`config.mk`:
```
export PLATFORM = sky130hd
export DESIGN_NAME = adc_scan_trigger_sequencer
export DESIGN_NICKNAME = d
export VERILOG_FILES = /design/src/adc_seq_pkg.sv /design/src/sar_engine.sv /design/src/adc_scan_trigger_sequencer.sv
export SDC_FILE = /design/constraint.sdc
export NUM_CORES = 1
export LEC_CHECK = 0
export ABC_CLOCK_PERIOD_IN_PS = 3100
export BUFFER_PORTS_ARGS = -buffer_cell sky130_fd_sc_hd__buf_2
export CAP_MARGIN = 20
export CORE_ASPECT_RATIO = 1.2
export CORE_MARGIN = 5
export CORE_UTILIZATION = 50
export DETAILED_ROUTE_END_ITERATION = 10
export PLACE_DENSITY = 0.7
export SLEW_MARGIN = 5
export SYNTH_ARGS = -nofsm -noshare
export SYNTH_HDL_FRONTEND = slang
export SYNTH_SLANG_ARGS = --single-unit
```
`constraint.sdc`:
```
create_clock -name aclk -period 3.1 [get_ports aclk]
set_clock_uncertainty 0.05 [all_clocks]
set_input_delay 0.155 -clock aclk [delete_from_list [all_inputs] [get_ports aclk]]
set_output_delay 0.155 -clock aclk [all_outputs]
set_load 0.01 [all_outputs]
```
`src/adc_seq_pkg.sv`:
```
// constants, field layouts and types shared by the scan sequencer and its
// conversion engine; assumes a 32-bit AXI4-Lite register window of 256 bytes
package adc_seq_pkg;

  localparam int NUM_INPUTS = 8;
  localparam int RES_BITS   = 12;

  // register byte offsets
  localparam logic [7:0] OFF_CTRL = 8'h00;
  localparam logic [7:0] OFF_TRIG = 8'h04;
  localparam logic [7:0] OFF_FLAG = 8'h08;
  localparam logic [7:0] OFF_RES0 = 8'h20;

  // control register fields
  localparam int CTRL_EN_BIT    = 0;
  localparam int CTRL_START_BIT = 1;
  localparam int CTRL_BUSY_BIT  = 10;
  localparam int CTRL_CUR_LSB   = 12;

  // flag register fields: done in [7:0], overrun in [15:8]
  localparam int FLAG_DONE_LSB = 0;
  localparam int FLAG_OVR_LSB  = 8;

  localparam logic [13:0] TRIG_RESET = 14'h0007;

  // sampling lasts sample_sel + 4 operating-clock ticks
  localparam logic [3:0] SMP_BASE = 4'h4;
  localparam logic [3:0] MSB_IDX  = 4'hB;

  localparam logic [1:0] RESP_OKAY   = 2'h0;
  localparam logic [1:0] RESP_SLVERR = 2'h2;

  typedef enum logic [1:0] {
    SRC_SOFT  = 2'b00,
    SRC_TMR_A = 2'b01,
    SRC_TMR_B = 2'b10,
    SRC_EXT   = 2'b11
  } trig_src_t;

  // matches trigger register bits [13:0]
  typedef struct packed {
    logic [2:0] last_input_sel;
    logic [2:0] first_input_sel;
    logic       result_align_sel;
    logic       scan_repeat_sel;
    trig_src_t  trigger_source_sel;
    logic       rsvd;
    logic [2:0] sample_sel;
  } trig_cfg_t;

  typedef enum logic [2:0] {
    SEL_NONE = 3'b000,
    SEL_CTRL = 3'b001,
    SEL_TRIG = 3'b010,
    SEL_FLAG = 3'b011,
    SEL_RES  = 3'b100
  } reg_sel_t;

  typedef enum logic [1:0] {
    ST_IDLE  = 2'b00,
    ST_ALIGN = 2'b01,
    ST_CONV  = 2'b10
  } seq_state_t;

  typedef enum logic [1:0] {
    PH_IDLE   = 2'b00,
    PH_SAMPLE = 2'b01,
    PH_CONV   = 2'b10
  } eng_phase_t;

endpackage

```
`src/sar_engine.sv`:
```
// successive-approximation engine: one sampling phase, then twelve decisions
// assumes tick is a one-cycle enable at least three aclk cycles apart, so the
// synchronised comparator has settled on each new trial code
`timescale 1ns/10ps
module sar_engine
  import adc_seq_pkg::*;
(
  input  wire logic                aclk,
  input  wire logic                aresetn,
  input  wire logic                tick,
  input  wire logic                start,
  input  wire logic [2:0]          sample_sel,
  input  wire logic                comparator_hi,
  output logic                     done,
  output logic [RES_BITS-1:0]      result,
  output logic [RES_BITS-1:0]      dac_code,
  output logic                     sample_hold
);

  eng_phase_t          phase;
  logic [3:0]          cnt;
  logic [RES_BITS-1:0] decided;

  // keep the trial bit when the input is above the trial level
  always_comb begin
    decided = dac_code;
    if (!comparator_hi) begin
      decided[cnt] = 1'b0;
    end
  end

  ////////////////////////////////////////////////////////////////////////
  always_ff @(posedge aclk) begin
    if (!aresetn) begin
      phase       <= PH_IDLE;
      cnt         <= 4'h0;
      done        <= 1'b0;
      result      <= 12'h000;
      dac_code    <= 12'h000;
      sample_hold <= 1'b0;
    end else begin
      done <= 1'b0;
      unique case (phase)
        PH_IDLE: begin
          if (start) begin
            phase       <= PH_SAMPLE;
            cnt         <= SMP_BASE + {1'b0, sample_sel} - 4'h1;
            sample_hold <= 1'b1;
            // trial code from the previous input must not show while sampling
            dac_code    <= 12'h000;
          end
        end
        PH_SAMPLE: begin
          if (tick) begin
            if (cnt == 4'h0) begin
              phase       <= PH_CONV;
              sample_hold <= 1'b0;
              cnt         <= MSB_IDX;
              dac_code    <= 12'h800;
            end else begin
              cnt <= cnt - 4'h1;
            end
          end
        end
        PH_CONV: begin
          if (tick) begin
            if (cnt == 4'h0) begin
              result <= decided;
              done   <= 1'b1;
              phase  <= PH_IDLE;
            end else begin
              dac_code          <= decided;
              dac_code[cnt-4'h1] <= 1'b1;
              cnt               <= cnt - 4'h1;
            end
          end
        end
        default: begin
          phase <= PH_IDLE;
        end
      endcase
    end
  end

endmodule

```
`src/adc_scan_trigger_sequencer.sv`:
```
// scan sequencer of a 12-bit SAR converter with an AXI4-Lite register slave
// assumes timer_derived_clk and timer_underflow are one-cycle pulses made on
// aclk; ext_trigger_in_n and comparator_hi are asynchronous pins
//
// The implementer's own choices: the register offsets and the AXI4-Lite interface to the registers.
`timescale 1ns/10ps

module adc_scan_trigger_sequencer
  import adc_seq_pkg::*;
(
  input  wire logic        aclk,
  input  wire logic        aresetn,
  input  wire logic [7:0]  s_axi_awaddr,
  input  wire logic        s_axi_awvalid,
  output logic             s_axi_awready,
  input  wire logic [31:0] s_axi_wdata,
  input  wire logic [3:0]  s_axi_wstrb,
  input  wire logic        s_axi_wvalid,
  output logic             s_axi_wready,
  output logic [1:0]       s_axi_bresp,
  output logic             s_axi_bvalid,
  input  wire logic        s_axi_bready,
  input  wire logic [7:0]  s_axi_araddr,
  input  wire logic        s_axi_arvalid,
  output logic             s_axi_arready,
  output logic [31:0]      s_axi_rdata,
  output logic [1:0]       s_axi_rresp,
  output logic             s_axi_rvalid,
  input  wire logic        s_axi_rready,
  input  wire logic        timer_derived_clk,
  input  wire logic        timer_underflow,
  input  wire logic        ext_trigger_in_n,
  input  wire logic        comparator_hi,
  output logic [11:0]      dac_code,
  output logic             sample_hold,
  output logic [2:0]       analog_mux_sel
);

  ////////////////////////////////////////////////////////////////////////
  // decoding shared by the read and write paths

  function automatic reg_sel_t reg_decode(input logic [7:0] a);
    reg_decode = SEL_NONE;
    if (a[1:0] != 2'h0) begin
      reg_decode = SEL_NONE;
    end else if (a == OFF_CTRL) begin
      reg_decode = SEL_CTRL;
    end else if (a == OFF_TRIG) begin
      reg_decode = SEL_TRIG;
    end else if (a == OFF_FLAG) begin
      reg_decode = SEL_FLAG;
    end else if (a[7:5] == OFF_RES0[7:5]) begin
      reg_decode = SEL_RES;
    end
  endfunction

  ////////////////////////////////////////////////////////////////////////
  // state

  logic                en_bit;
  logic                conv_start_bit;
  trig_cfg_t           cfg;
  logic [7:0]          input_done_flag;
  logic [7:0]          input_overrun_flag;
  logic [RES_BITS-1:0] input_result_reg [NUM_INPUTS];
  seq_state_t          state;
  logic [2:0]          current_input_num;
  logic                conv_busy_flag;
  logic                sw_req;
  logic                ext_s1;
  logic                ext_s2;
  logic                ext_prev;
  logic                cmp_s1;
  logic                cmp_s2;
  logic                eng_start;
  logic                eng_done;
  logic [RES_BITS-1:0] eng_result;

  logic                aw_have;
  logic [7:0]          aw_addr;
  logic                w_have;
  logic [31:0]         w_data;
  logic [3:0]          w_strb;
  logic                wr_fire;
  reg_sel_t            wr_sel;
  logic                ext_fall;
  logic                trig_hit;
  logic                accept;
  logic                store;
  logic                keep_going;

  assign wr_fire        = aw_have && w_have && !s_axi_bvalid;
  assign wr_sel         = reg_decode(aw_addr);
  assign ext_fall       = ext_prev && !ext_s2;
  assign store          = (state == ST_CONV) && eng_done;
  assign keep_going     = conv_start_bit && en_bit;
  assign analog_mux_sel = current_input_num;

  // source select; both middle codes mean timer underflow
  always_comb begin
    unique case (cfg.trigger_source_sel)
      SRC_SOFT: trig_hit = sw_req;
      SRC_EXT:  trig_hit = ext_fall;
      default:  trig_hit = timer_underflow;
    endcase
  end

  // start bit arms pin and timer sources
  assign accept = (state == ST_IDLE) && !conv_busy_flag && en_bit
                  && conv_start_bit && trig_hit;

  ////////////////////////////////////////////////////////////////////////
  // pin synchronisers

  always_ff @(posedge aclk) begin
    if (!aresetn) begin
      ext_s1   <= 1'b1;
      ext_s2   <= 1'b1;
      ext_prev <= 1'b1;
      cmp_s1   <= 1'b0;
      cmp_s2   <= 1'b0;
    end else begin
      ext_s1   <= ext_trigger_in_n;
      ext_s2   <= ext_s1;
      ext_prev <= ext_s2;
      cmp_s1   <= comparator_hi;
      cmp_s2   <= cmp_s1;
    end
  end

  ////////////////////////////////////////////////////////////////////////
  // AXI4-Lite write channel: address and data taken in either order

  always_ff @(posedge aclk) begin
    if (!aresetn) begin
      aw_have       <= 1'b0;
      aw_addr       <= 8'h00;
      s_axi_awready <= 1'b1;
      w_have        <= 1'b0;
      w_data        <= 32'h00000000;
      w_strb        <= 4'h0;
      s_axi_wready  <= 1'b1;
      s_axi_bvalid  <= 1'b0;
      s_axi_bresp   <= RESP_OKAY;
    end else begin
      if (s_axi_awvalid && s_axi_awready) begin
        aw_have       <= 1'b1;
        aw_addr       <= s_axi_awaddr;
        s_axi_awready <= 1'b0;
      end
      if (s_axi_wvalid && s_axi_wready) begin
        w_have       <= 1'b1;
        w_data       <= s_axi_wdata;
        w_strb       <= s_axi_wstrb;
        s_axi_wready <= 1'b0;
      end
      if (wr_fire) begin
        aw_have       <= 1'b0;
        w_have        <= 1'b0;
        s_axi_bvalid  <= 1'b1;
        s_axi_bresp   <= (wr_sel == SEL_NONE) ? RESP_SLVERR : RESP_OKAY;
      end else if (s_axi_bvalid && s_axi_bready) begin
        s_axi_bvalid  <= 1'b0;
        s_axi_awready <= 1'b1;
        s_axi_wready  <= 1'b1;
      end
    end
  end

  ////////////////////////////////////////////////////////////////////////
  // control and configuration registers

  always_ff @(posedge aclk) begin
    if (!aresetn) begin
      en_bit         <= 1'b0;
      conv_start_bit <= 1'b0;
      cfg            <= TRIG_RESET;
      sw_req         <= 1'b0;
    end else begin
      sw_req <= 1'b0;
      // only software changes the start bit
      if (wr_fire && (wr_sel == SEL_CTRL) && w_strb[0]) begin
        en_bit         <= w_data[CTRL_EN_BIT];
        conv_start_bit <= w_data[CTRL_START_BIT];
        // a software start needs a 0 then 1 on the start bit
        sw_req <= !conv_start_bit && w_data[CTRL_START_BIT];
      end
      if (wr_fire && (wr_sel == SEL_TRIG)) begin
        if (w_strb[0]) begin
          cfg[7:0] <= w_data[7:0];
          cfg.rsvd <= 1'b0;
        end
        if (w_strb[1]) begin
          cfg[13:8] <= w_data[13:8];
        end
      end
    end
  end

  ////////////////////////////////////////////////////////////////////////
  // scan sequencer

  always_ff @(posedge aclk) begin
    if (!aresetn) begin
      state             <= ST_IDLE;
      current_input_num <= 3'h0;
      conv_busy_flag    <= 1'b1;
      eng_start         <= 1'b0;
    end else begin
      eng_start <= 1'b0;
      unique case (state)
        ST_IDLE: begin
          // busy also reads one while the block is disabled
          conv_busy_flag <= !en_bit;
          if (accept) begin
            state             <= ST_ALIGN;
            current_input_num <= cfg.first_input_sel;
            conv_busy_flag    <= 1'b1;
          end
        end
        ST_ALIGN: begin
          if (timer_derived_clk) begin
            state     <= ST_CONV;
            eng_start <= 1'b1;
          end
        end
        ST_CONV: begin
          if (eng_done) begin
            if (keep_going && (current_input_num != cfg.last_input_sel)) begin
              state             <= ST_ALIGN;
              current_input_num <= current_input_num + 3'h1;
            end else if (keep_going && cfg.scan_repeat_sel) begin
              state             <= ST_ALIGN;
              current_input_num <= cfg.first_input_sel;
            end else begin
              // one-shot end or stop request once this input is stored
              state          <= ST_IDLE;
              conv_busy_flag <= !en_bit;
              if (current_input_num == 3'h7) begin
                current_input_num <= 3'h0;
              end
            end
          end
        end
        default: begin
          state <= ST_IDLE;
        end
      endcase
    end
  end

  sar_engine u_engine (
    .aclk          (aclk),
    .aresetn       (aresetn),
    .tick          (timer_derived_clk),
    .start         (eng_start),
    .sample_sel    (cfg.sample_sel),
    .comparator_hi (cmp_s2),
    .done          (eng_done),
    .result        (eng_result),
    .dac_code      (dac_code),
    .sample_hold   (sample_hold)
  );

  ////////////////////////////////////////////////////////////////////////
  // per-input results and flags; a set in the clearing cycle wins

  genvar m;
  generate
    for (m = 0; m < NUM_INPUTS; m++) begin : g_input
      logic hit;
      logic clr_done;
      logic clr_ovr;
      assign hit      = store && (current_input_num == 3'(m));
      assign clr_done = wr_fire && (wr_sel == SEL_FLAG) && w_strb[0]
                        && w_data[FLAG_DONE_LSB+m];
      assign clr_ovr  = wr_fire && (wr_sel == SEL_FLAG) && w_strb[1]
                        && w_data[FLAG_OVR_LSB+m];

      always_ff @(posedge aclk) begin
        if (!aresetn) begin
          input_result_reg[m] <= 12'h000;
        end else if (hit) begin
          input_result_reg[m] <= eng_result;
        end
      end

      always_ff @(posedge aclk) begin
        if (!aresetn) begin
          input_done_flag[m]    <= 1'b0;
          input_overrun_flag[m] <= 1'b0;
        end else begin
          input_done_flag[m] <= hit || (input_done_flag[m] && !clr_done);
          // scanning goes on after an overrun
          input_overrun_flag[m] <= (hit && input_done_flag[m])
                                   || (input_overrun_flag[m] && !clr_ovr);
        end
      end
    end
  endgenerate

  ////////////////////////////////////////////////////////////////////////
  // AXI4-Lite read channel

  function automatic logic [31:0] read_word(input logic [7:0] a);
    logic [RES_BITS-1:0] r;
    r         = input_result_reg[a[4:2]];
    read_word = 32'h00000000;
    unique case (reg_decode(a))
      SEL_CTRL: begin
        read_word[CTRL_EN_BIT]                  = en_bit;
        read_word[CTRL_START_BIT]               = conv_start_bit;
        read_word[CTRL_BUSY_BIT]                = conv_busy_flag;
        read_word[CTRL_CUR_LSB+2:CTRL_CUR_LSB]  = current_input_num;
      end
      SEL_TRIG: read_word[13:0] = cfg;
      SEL_FLAG: begin
        read_word[FLAG_DONE_LSB+7:FLAG_DONE_LSB] = input_done_flag;
        read_word[FLAG_OVR_LSB+7:FLAG_OVR_LSB]   = input_overrun_flag;
      end
      // justification applied on read, so flipping it moves all results at once
      SEL_RES: begin
        if (cfg.result_align_sel) begin
          read_word[15:0] = {r, 4'h0};
        end else begin
          read_word[15:0] = {4'h0, r};
        end
      end
      default: read_word = 32'h00000000;
    endcase
  endfunction

  always_ff @(posedge aclk) begin
    if (!aresetn) begin
      s_axi_arready <= 1'b1;
      s_axi_rvalid  <= 1'b0;
      s_axi_rdata   <= 32'h00000000;
      s_axi_rresp   <= RESP_OKAY;
    end else begin
      if (s_axi_arvalid && s_axi_arready) begin
        s_axi_arready <= 1'b0;
        s_axi_rvalid  <= 1'b1;
        s_axi_rdata   <= read_word(s_axi_araddr);
        s_axi_rresp   <= (reg_decode(s_axi_araddr) == SEL_NONE) ? RESP_SLVERR : RESP_OKAY;
      end else if (s_axi_rvalid && s_axi_rready) begin
        s_axi_rvalid  <= 1'b0;
        s_axi_arready <= 1'b1;
      end
    end
  end

endmodule

```
### Word-level counts from Yosys, hierarchy flattened

Memory sizes are Yosys's and may differ from the RTL's.
Cells that the tools add are included.

* bits in registers: 129
* memory bits (writable): 96
* input port bits: 63
* output and inout bits: 57
* logic and storage cells: 366
* memories: 1

Memory list
* input_result_reg: depth 8, width 12, rd ports 1, clocked after Yosys merged registers in 0, write ports 8, RTL line adc_scan_trigger_sequencer.sv:65 `logic [RES_BITS-1:0] input_result_reg [NUM_INPUTS];`

* add/subtract/negate cells: 4
* order comparisons: 4
* equality and inequality tests: 38
* multiplexer cells: 114
* bitwise operators: 12
* reduce and logical (&&, ||, !) cells: 140

Operator list (number)
* 2-to-1 mux 12 bit: 14
* logical AND 1 bit: 73
* 2-to-1 mux 3 bit: 17
* 2-to-1 mux 1 bit: 50
* one-hot mux 12 bit (3 select lines): 1
* one-hot mux 8 bit (3 select lines): 1
* zero test 1 bit: 21
* 2-to-1 mux 2 bit: 10
* 2-to-1 mux 4 bit: 5
* equality test 3 x 2 -> 1 bit (second input constant): 6
* equality test 8 x 3 -> 1 bit (second input constant): 2
* equality test 8 x 4 -> 1 bit (second input constant): 2
* zero test 8 bit: 2
* logical OR 1 bit: 16
* 2-to-1 mux 16 bit: 1
* != test 2 bit (second input constant): 8
* one-hot mux 2 bit (4 select lines): 2
* equality test 3 x 1 -> 1 bit (second input constant): 5
* equality test 3 bit (second input constant): 5
* AND 12 bit: 1
* NOT 12 bit: 1
* bitwise OR 12 bit: 1
* one-hot mux 2 bit (3 select lines): 2
* one-hot mux 4 bit (3 select lines): 1
* other kinds (28): 65

### Depth between registers and ports, before layout

* depth in word-level cells: 13
* depth in mapped cells: 9
* depth with buffers taken out: 7

### By module

Synthesis repeated with hierarchy kept, for this count alone.

* cells, all modules: 1032
* area, all modules: 10586.4 um^2

By module, submodules not included
* adc_scan_trigger_sequencer: times used 1, cells an instance 822, area each 8753.4 um^2, seq. area each 4784.6 um^2
* sar_engine: times used 1, cells an instance 210, area each 1833.0 um^2, seq. area each 640.6 um^2

### Worst setup path before layout

OpenSTA, ideal clock, no wires.

* kind: register to register
* start: register state[0]
* end: memory input_result_reg[0][0], enable pin
* setup time: 0.398 ns
* arrival: 1.855 ns
* required time: 2.652 ns
* slack: 0.797 ns
* stages on the path, launching flop included: 6
* path buffers: 1
* period minus slack after synthesis: 2.303 ns
* cells stage by stage: dfxtp_1 -> and2b_1 -> and2_1 -> buf_2 -> nand2_1 -> o21ai_0

RTL lines
* start, declared: RTL line adc_scan_trigger_sequencer.sv:66 `seq_state_t state;`
* start signal, assigned: RTL line adc_scan_trigger_sequencer.sv:205 `state <= ST_IDLE;`
* start signal, assigned: RTL line adc_scan_trigger_sequencer.sv:216 `state <= ST_ALIGN;`
* start signal, assigned: RTL line adc_scan_trigger_sequencer.sv:223 `state <= ST_CONV;`
* end, declared: RTL line adc_scan_trigger_sequencer.sv:65

### Worst setup path after layout

* start: register u_engine.cnt[0]
* end: register u_engine.cnt[2]

* word-level cells in the longest chain between the ends: 4
* elaborated cells between the ends (all ways): 9
* classes of those cells: add/sub (1); eq/ne (1); mux (5); reduce/logical (2)

Ends and longest elaborated chain
* start, declared: RTL line sar_engine.sv:21 `logic [3:0] cnt;`
* start signal, assigned: RTL line sar_engine.sv:47 `cnt <= SMP_BASE + {1'b0, sample_sel} - 4'h1;`
* start signal, assigned: RTL line sar_engine.sv:61 `cnt <= cnt - 4'h1;`
* start signal, assigned: RTL line sar_engine.sv:74 `cnt <= cnt - 4'h1;`
* subtractor 4 x 1 -> 4 bit / zero test 4 bit (equally long branches)
* 2-to-1 mux 4 bit (on tied branches): RTL line sar_engine.sv:67, sar_engine.sv:55
* 2-to-1 mux 4 bit (on tied branches): RTL line sar_engine.sv:66, sar_engine.sv:54
* one-hot mux 4 bit (3 select lines): RTL line sar_engine.sv:43 `unique case (phase)`

Several ways; a longest one is shown, not always the timed one. The select of a mux whose other input is x is not followed.
A chain may end at the register's enable or synchronous reset.

==> insert_results.sql <==
INSERT INTO impl_metrics (metric_group, metric, value, unit) VALUES
('drt', 'avgRoutedWirePerCell', '18.4', 'µm'),
('timing', 'final_min_period_over_clock_period', '0.838', ''),
('timing', 'totalNegativeSetupSlack', '0', 'ns'),
('drt', 'routed_wl', '26.9', 'mm'),
('setup_path', 'setup.worst_path.end_class', 'flip-flop', ''),
('logic_synthesis', 'synth_sequential_area_ratio', '0.517', ''),
('floorplan', 'fp.dieH', '169', 'µm'),
('timing', 'timing_hold_violations_final', '0', ''),
('power', 'leakagePower', '4.75', 'nW'),
('drt', 'post-route-drc-count', '0', ''),
('power', 'max-vdd-ir-drop', '435', 'µV'),
('timing', 'worst_pin_slew', '1.12', 'ns'),
('timing', 'grt_setup_unrepaired', 'no', ''),
('logic_synthesis', 'ys_warn_count', '0', ''),
('clocking', 'cts_repair_resize_count', '0', ''),
('status', 'status', 'completed', ''),
('place', 'detailed_place_hpwl', '18.6', 'mm'),
('cells_and_area', 'fin_util', '0.589', ''),
('grt', 'maximum_number_of_pins_on_one_net_before_global_route_repair', '54', ''),
('drt', 'detailedRoute.firstIterationViolations', '645', ''),
('floorplan', 'start_util', '0.504', ''),
('floorplan', 'chipWidth', '142', 'µm'),
('setup_path', 'crit_path_max_fanout', '12', ''),
('setup_path', 'path_cells', 'inv_1, ha_1, or3b_2, nor2_2, nor3_1, o221ai_1, o211a_1', ''),
('cells_and_area', 'largest_reg_flops', '96', ''),
('timing', 'final.min_clock_period', '2.60', 'ns'),
('setup_path', 'critical_path_arrival', '2.94', 'ns'),
('timing', 'slew-limit-headroom', '0.251', ''),
('cells_and_area', 'insertedDiodeCount', '0', ''),
('floorplan', 'die_area', '24000', 'µm²'),
('cells_and_area', 'register_area', '5430', 'µm²'),
('flow_run', 'maximum_capacitance_violations', '0', ''),
('logic_synthesis', 'synthFlopType', 'dfxtp_1', ''),
('floorplan', 'ioPinCount', '120', ''),
('timing', 'final-setup-viol-count', '0', ''),
('grt', 'initial_antenna_violation_count', '0', ''),
('cells_and_area', 'p_r_area_growth_vs_syn', '16.9', '%'),
('logic_synthesis', 'synth_seq_cells', '223', ''),
('logic_synthesis', 'syn-instance-count', '1060', ''),
('floorplan', 'design.core.area', '20800', 'µm²'),
('setup_path', 'crit_path_start_kind', 'flip-flop', ''),
('grt', 'first_global_vias', '7928', ''),
('clocking', 'clk-insertion-delay-late', '0.52', 'ns'),
('cells_and_area', 'final_nets', '1254', ''),
('clocking', 'cts_setup_buffers', '0', ''),
('cells_and_area', 'final.fill_count', '1737', ''),
('hold_path', 'min_path_type', 'in -> reg', ''),
('clocking', 'cts.sinks', '223', ''),
('clocking', 'postCtsHoldBufs', '42', ''),
('timing', 'drv_slew', '0', ''),
('grt', 'gr-total-overflow', '0', ''),
('clocking', 'numCtsBuffers', '23', ''),
('place', 'gp_congestion', '0.867', ''),
('timing', 'holdWs', '0.0269', 'ns'),
('logic_synthesis', 'synthesis.area', '10500', 'µm²'),
('setup_path', 'setup.worst_path.class', 'reg -> reg', ''),
('clocking', 'path_clk_slew', '0.06', 'ns'),
('logic_synthesis', 'postSynth.asyncResetShare', '0', ''),
('setup_path', 'critical_path.slowest_cell', 'nor3_1', ''),
('logic_synthesis', 'synth.most_common_cell', 'nand2_1', ''),
('clocking', 'clock_path_buffers', '3', ''),
('clocking', 'clock_tree.htree_level_count', '1', ''),
('logic_synthesis', 'post_synth_most_frequent_cells', 'nand2_1 (145), dfxtp_1 (127), and2_1 (102)', ''),
('setup_path', 'cp_required', '3.44', 'ns'),
('drt', 'ant_nets', '0', ''),
('floorplan', 'placementRows', '58', ''),
('drt', 'vias', '8341', ''),
('cells_and_area', 'layout-drive-gt1-share', '0.150', ''),
('logic_synthesis', 'syn-mean-instance-area', '9.90', 'µm²'),
('power', 'power_density', '541', 'nW/µm²'),
('clocking', 'clock-root-buffer', 'clkbuf_16', ''),
('logic_synthesis', 'synth_area_leader_cell', 'edfxtp_1', ''),
('timing', 'achievable-frequency', '385', 'MHz'),
('drt', 'firstDrtPassIters', '5', ''),
('clocking', 'tritoncts', 'built', ''),
('setup_path', 'slowest_delay', '0.63', 'ns'),
('grt', 'globalRouteTotalUtil', '0.222', ''),
('logic_synthesis', 'post-synth-top-area-fraction', '0.275', ''),
('cells_and_area', 'multi_input_gate_area_in_the_final_layout', '4600', 'µm²'),
('drt', 'viasPerCell', '5.71', ''),
('grt', 'global_route_wire_length_before_repair', '42.7', 'mm'),
('logic_synthesis', 'synth_area_leaders', 'edfxtp_1 (27%), dfxtp_1 (24%), and2_1 (6.1%)', ''),
('logic_synthesis', 'synth.distinct_cells', '78', ''),
('place', 'port_buffers', '83', ''),
('logic_synthesis', 'edff_count_synth', '96', '');
==> worst max-delay path, delay by kind of cell (launching register included) <==
family / cells / cell delay [ns]
AOI/OAI and AO/OA: 2 / 0.44
adders and majority gates: 1 / 0.35
buffers and inverters: 1 / 0.11
DFF: 1 / 0.50
and+or+nand+nor: 3 / 1.03
==> kinds of logic after synthesis <==
logic type | after synthesis | synth area share
flops | 223 | 0.517
simple gates | 400 | 0.196
xor+xnor | 6 | 0.00501
mux | 46 | 0.0473
other cells | 1 | 0.000357
fa+ha+maj | 18 | 0.0215
buf+inv | 110 | 0.0503
compound gates | 256 | 0.162
==> layout make-up <==
type                    count  area share
clock buffers              35      0.0571
inverters                  33      0.0101
clock inverters             7     0.00530
well taps                 270      0.0275
multi-input cells         744       0.375
repair buffers            148      0.0822
flip-flops and latches    223       0.442
==> placed cells by master, fill, tap and decap left out, types with 27 or more instances in the layout <==
| cell type | count |
|---|---|
| nand2_1 | 145 |
| and2_1 | 102 |
| dlygate4sd3_1 | 42 |
| nand3_1 | 39 |
| buf_2 | 83 |
| nor2_1 | 49 |
| edfxtp_1 | 96 |
| a22oi_1 | 27 |
| inv_1 | 32 |
| a21oi_1 | 73 |
| dfxtp_1 | 127 |
| o21ai_0 | 47 |
| mux2i_1 | 35 |
==> where the power goes <==
group / internal [mW] / switching (mW) / leakage, nW
Combinational: 0.243 / 0.401 / 2.40
Sequential: 3.16 / 0.0702 / 1.96
Clock: 1.64 / 1.12 / 0.378
==> per-layer routing <==
metal  vias up  global-route usage  part of all wire
met5         -                   0                 0
met4         0              0.0739             0.030
met3        60              0.0283             0.058
met2       311               0.367              0.49
met1      3980               0.301              0.42
li1       3990                   -                 -
==> final timing paths <==
check / slack (ns) / to / startpoint / depth (start not counted)
max: 0.50 / u_engine.cnt[2]$_SDFFE_PN0P_ / u_engine.cnt[0]$_SDFFE_PN0P_ / 7
min: 0.03 / s_axi_arready$_SDFFE_PN1P_ / aresetn / 2
max reg2reg: 0.50 / u_engine.cnt[2]$_SDFFE_PN0P_ / u_engine.cnt[0]$_SDFFE_PN0P_ / 7
min reg2reg: 0.35 / ext_s2$_SDFF_PN1_ / ext_s1$_SDFF_PN1_ / 1
==> stage by stage <==
stage	setup WS (ns)	cells	cell area (µm²)	power [mW]
2_1_floorplan	0.797	1077	10600	3.72
3_3_place_gp	0.645	1376	11100	3.88
3_5_place_dp	0.582	1376	11100	3.88
4_1_cts	0.546	1460	12300	6.66
5_1_grt	0.293	1460	12300	6.87
6_report	0.502	1460	12300	6.63
Power figures use the tool's default switching activity.
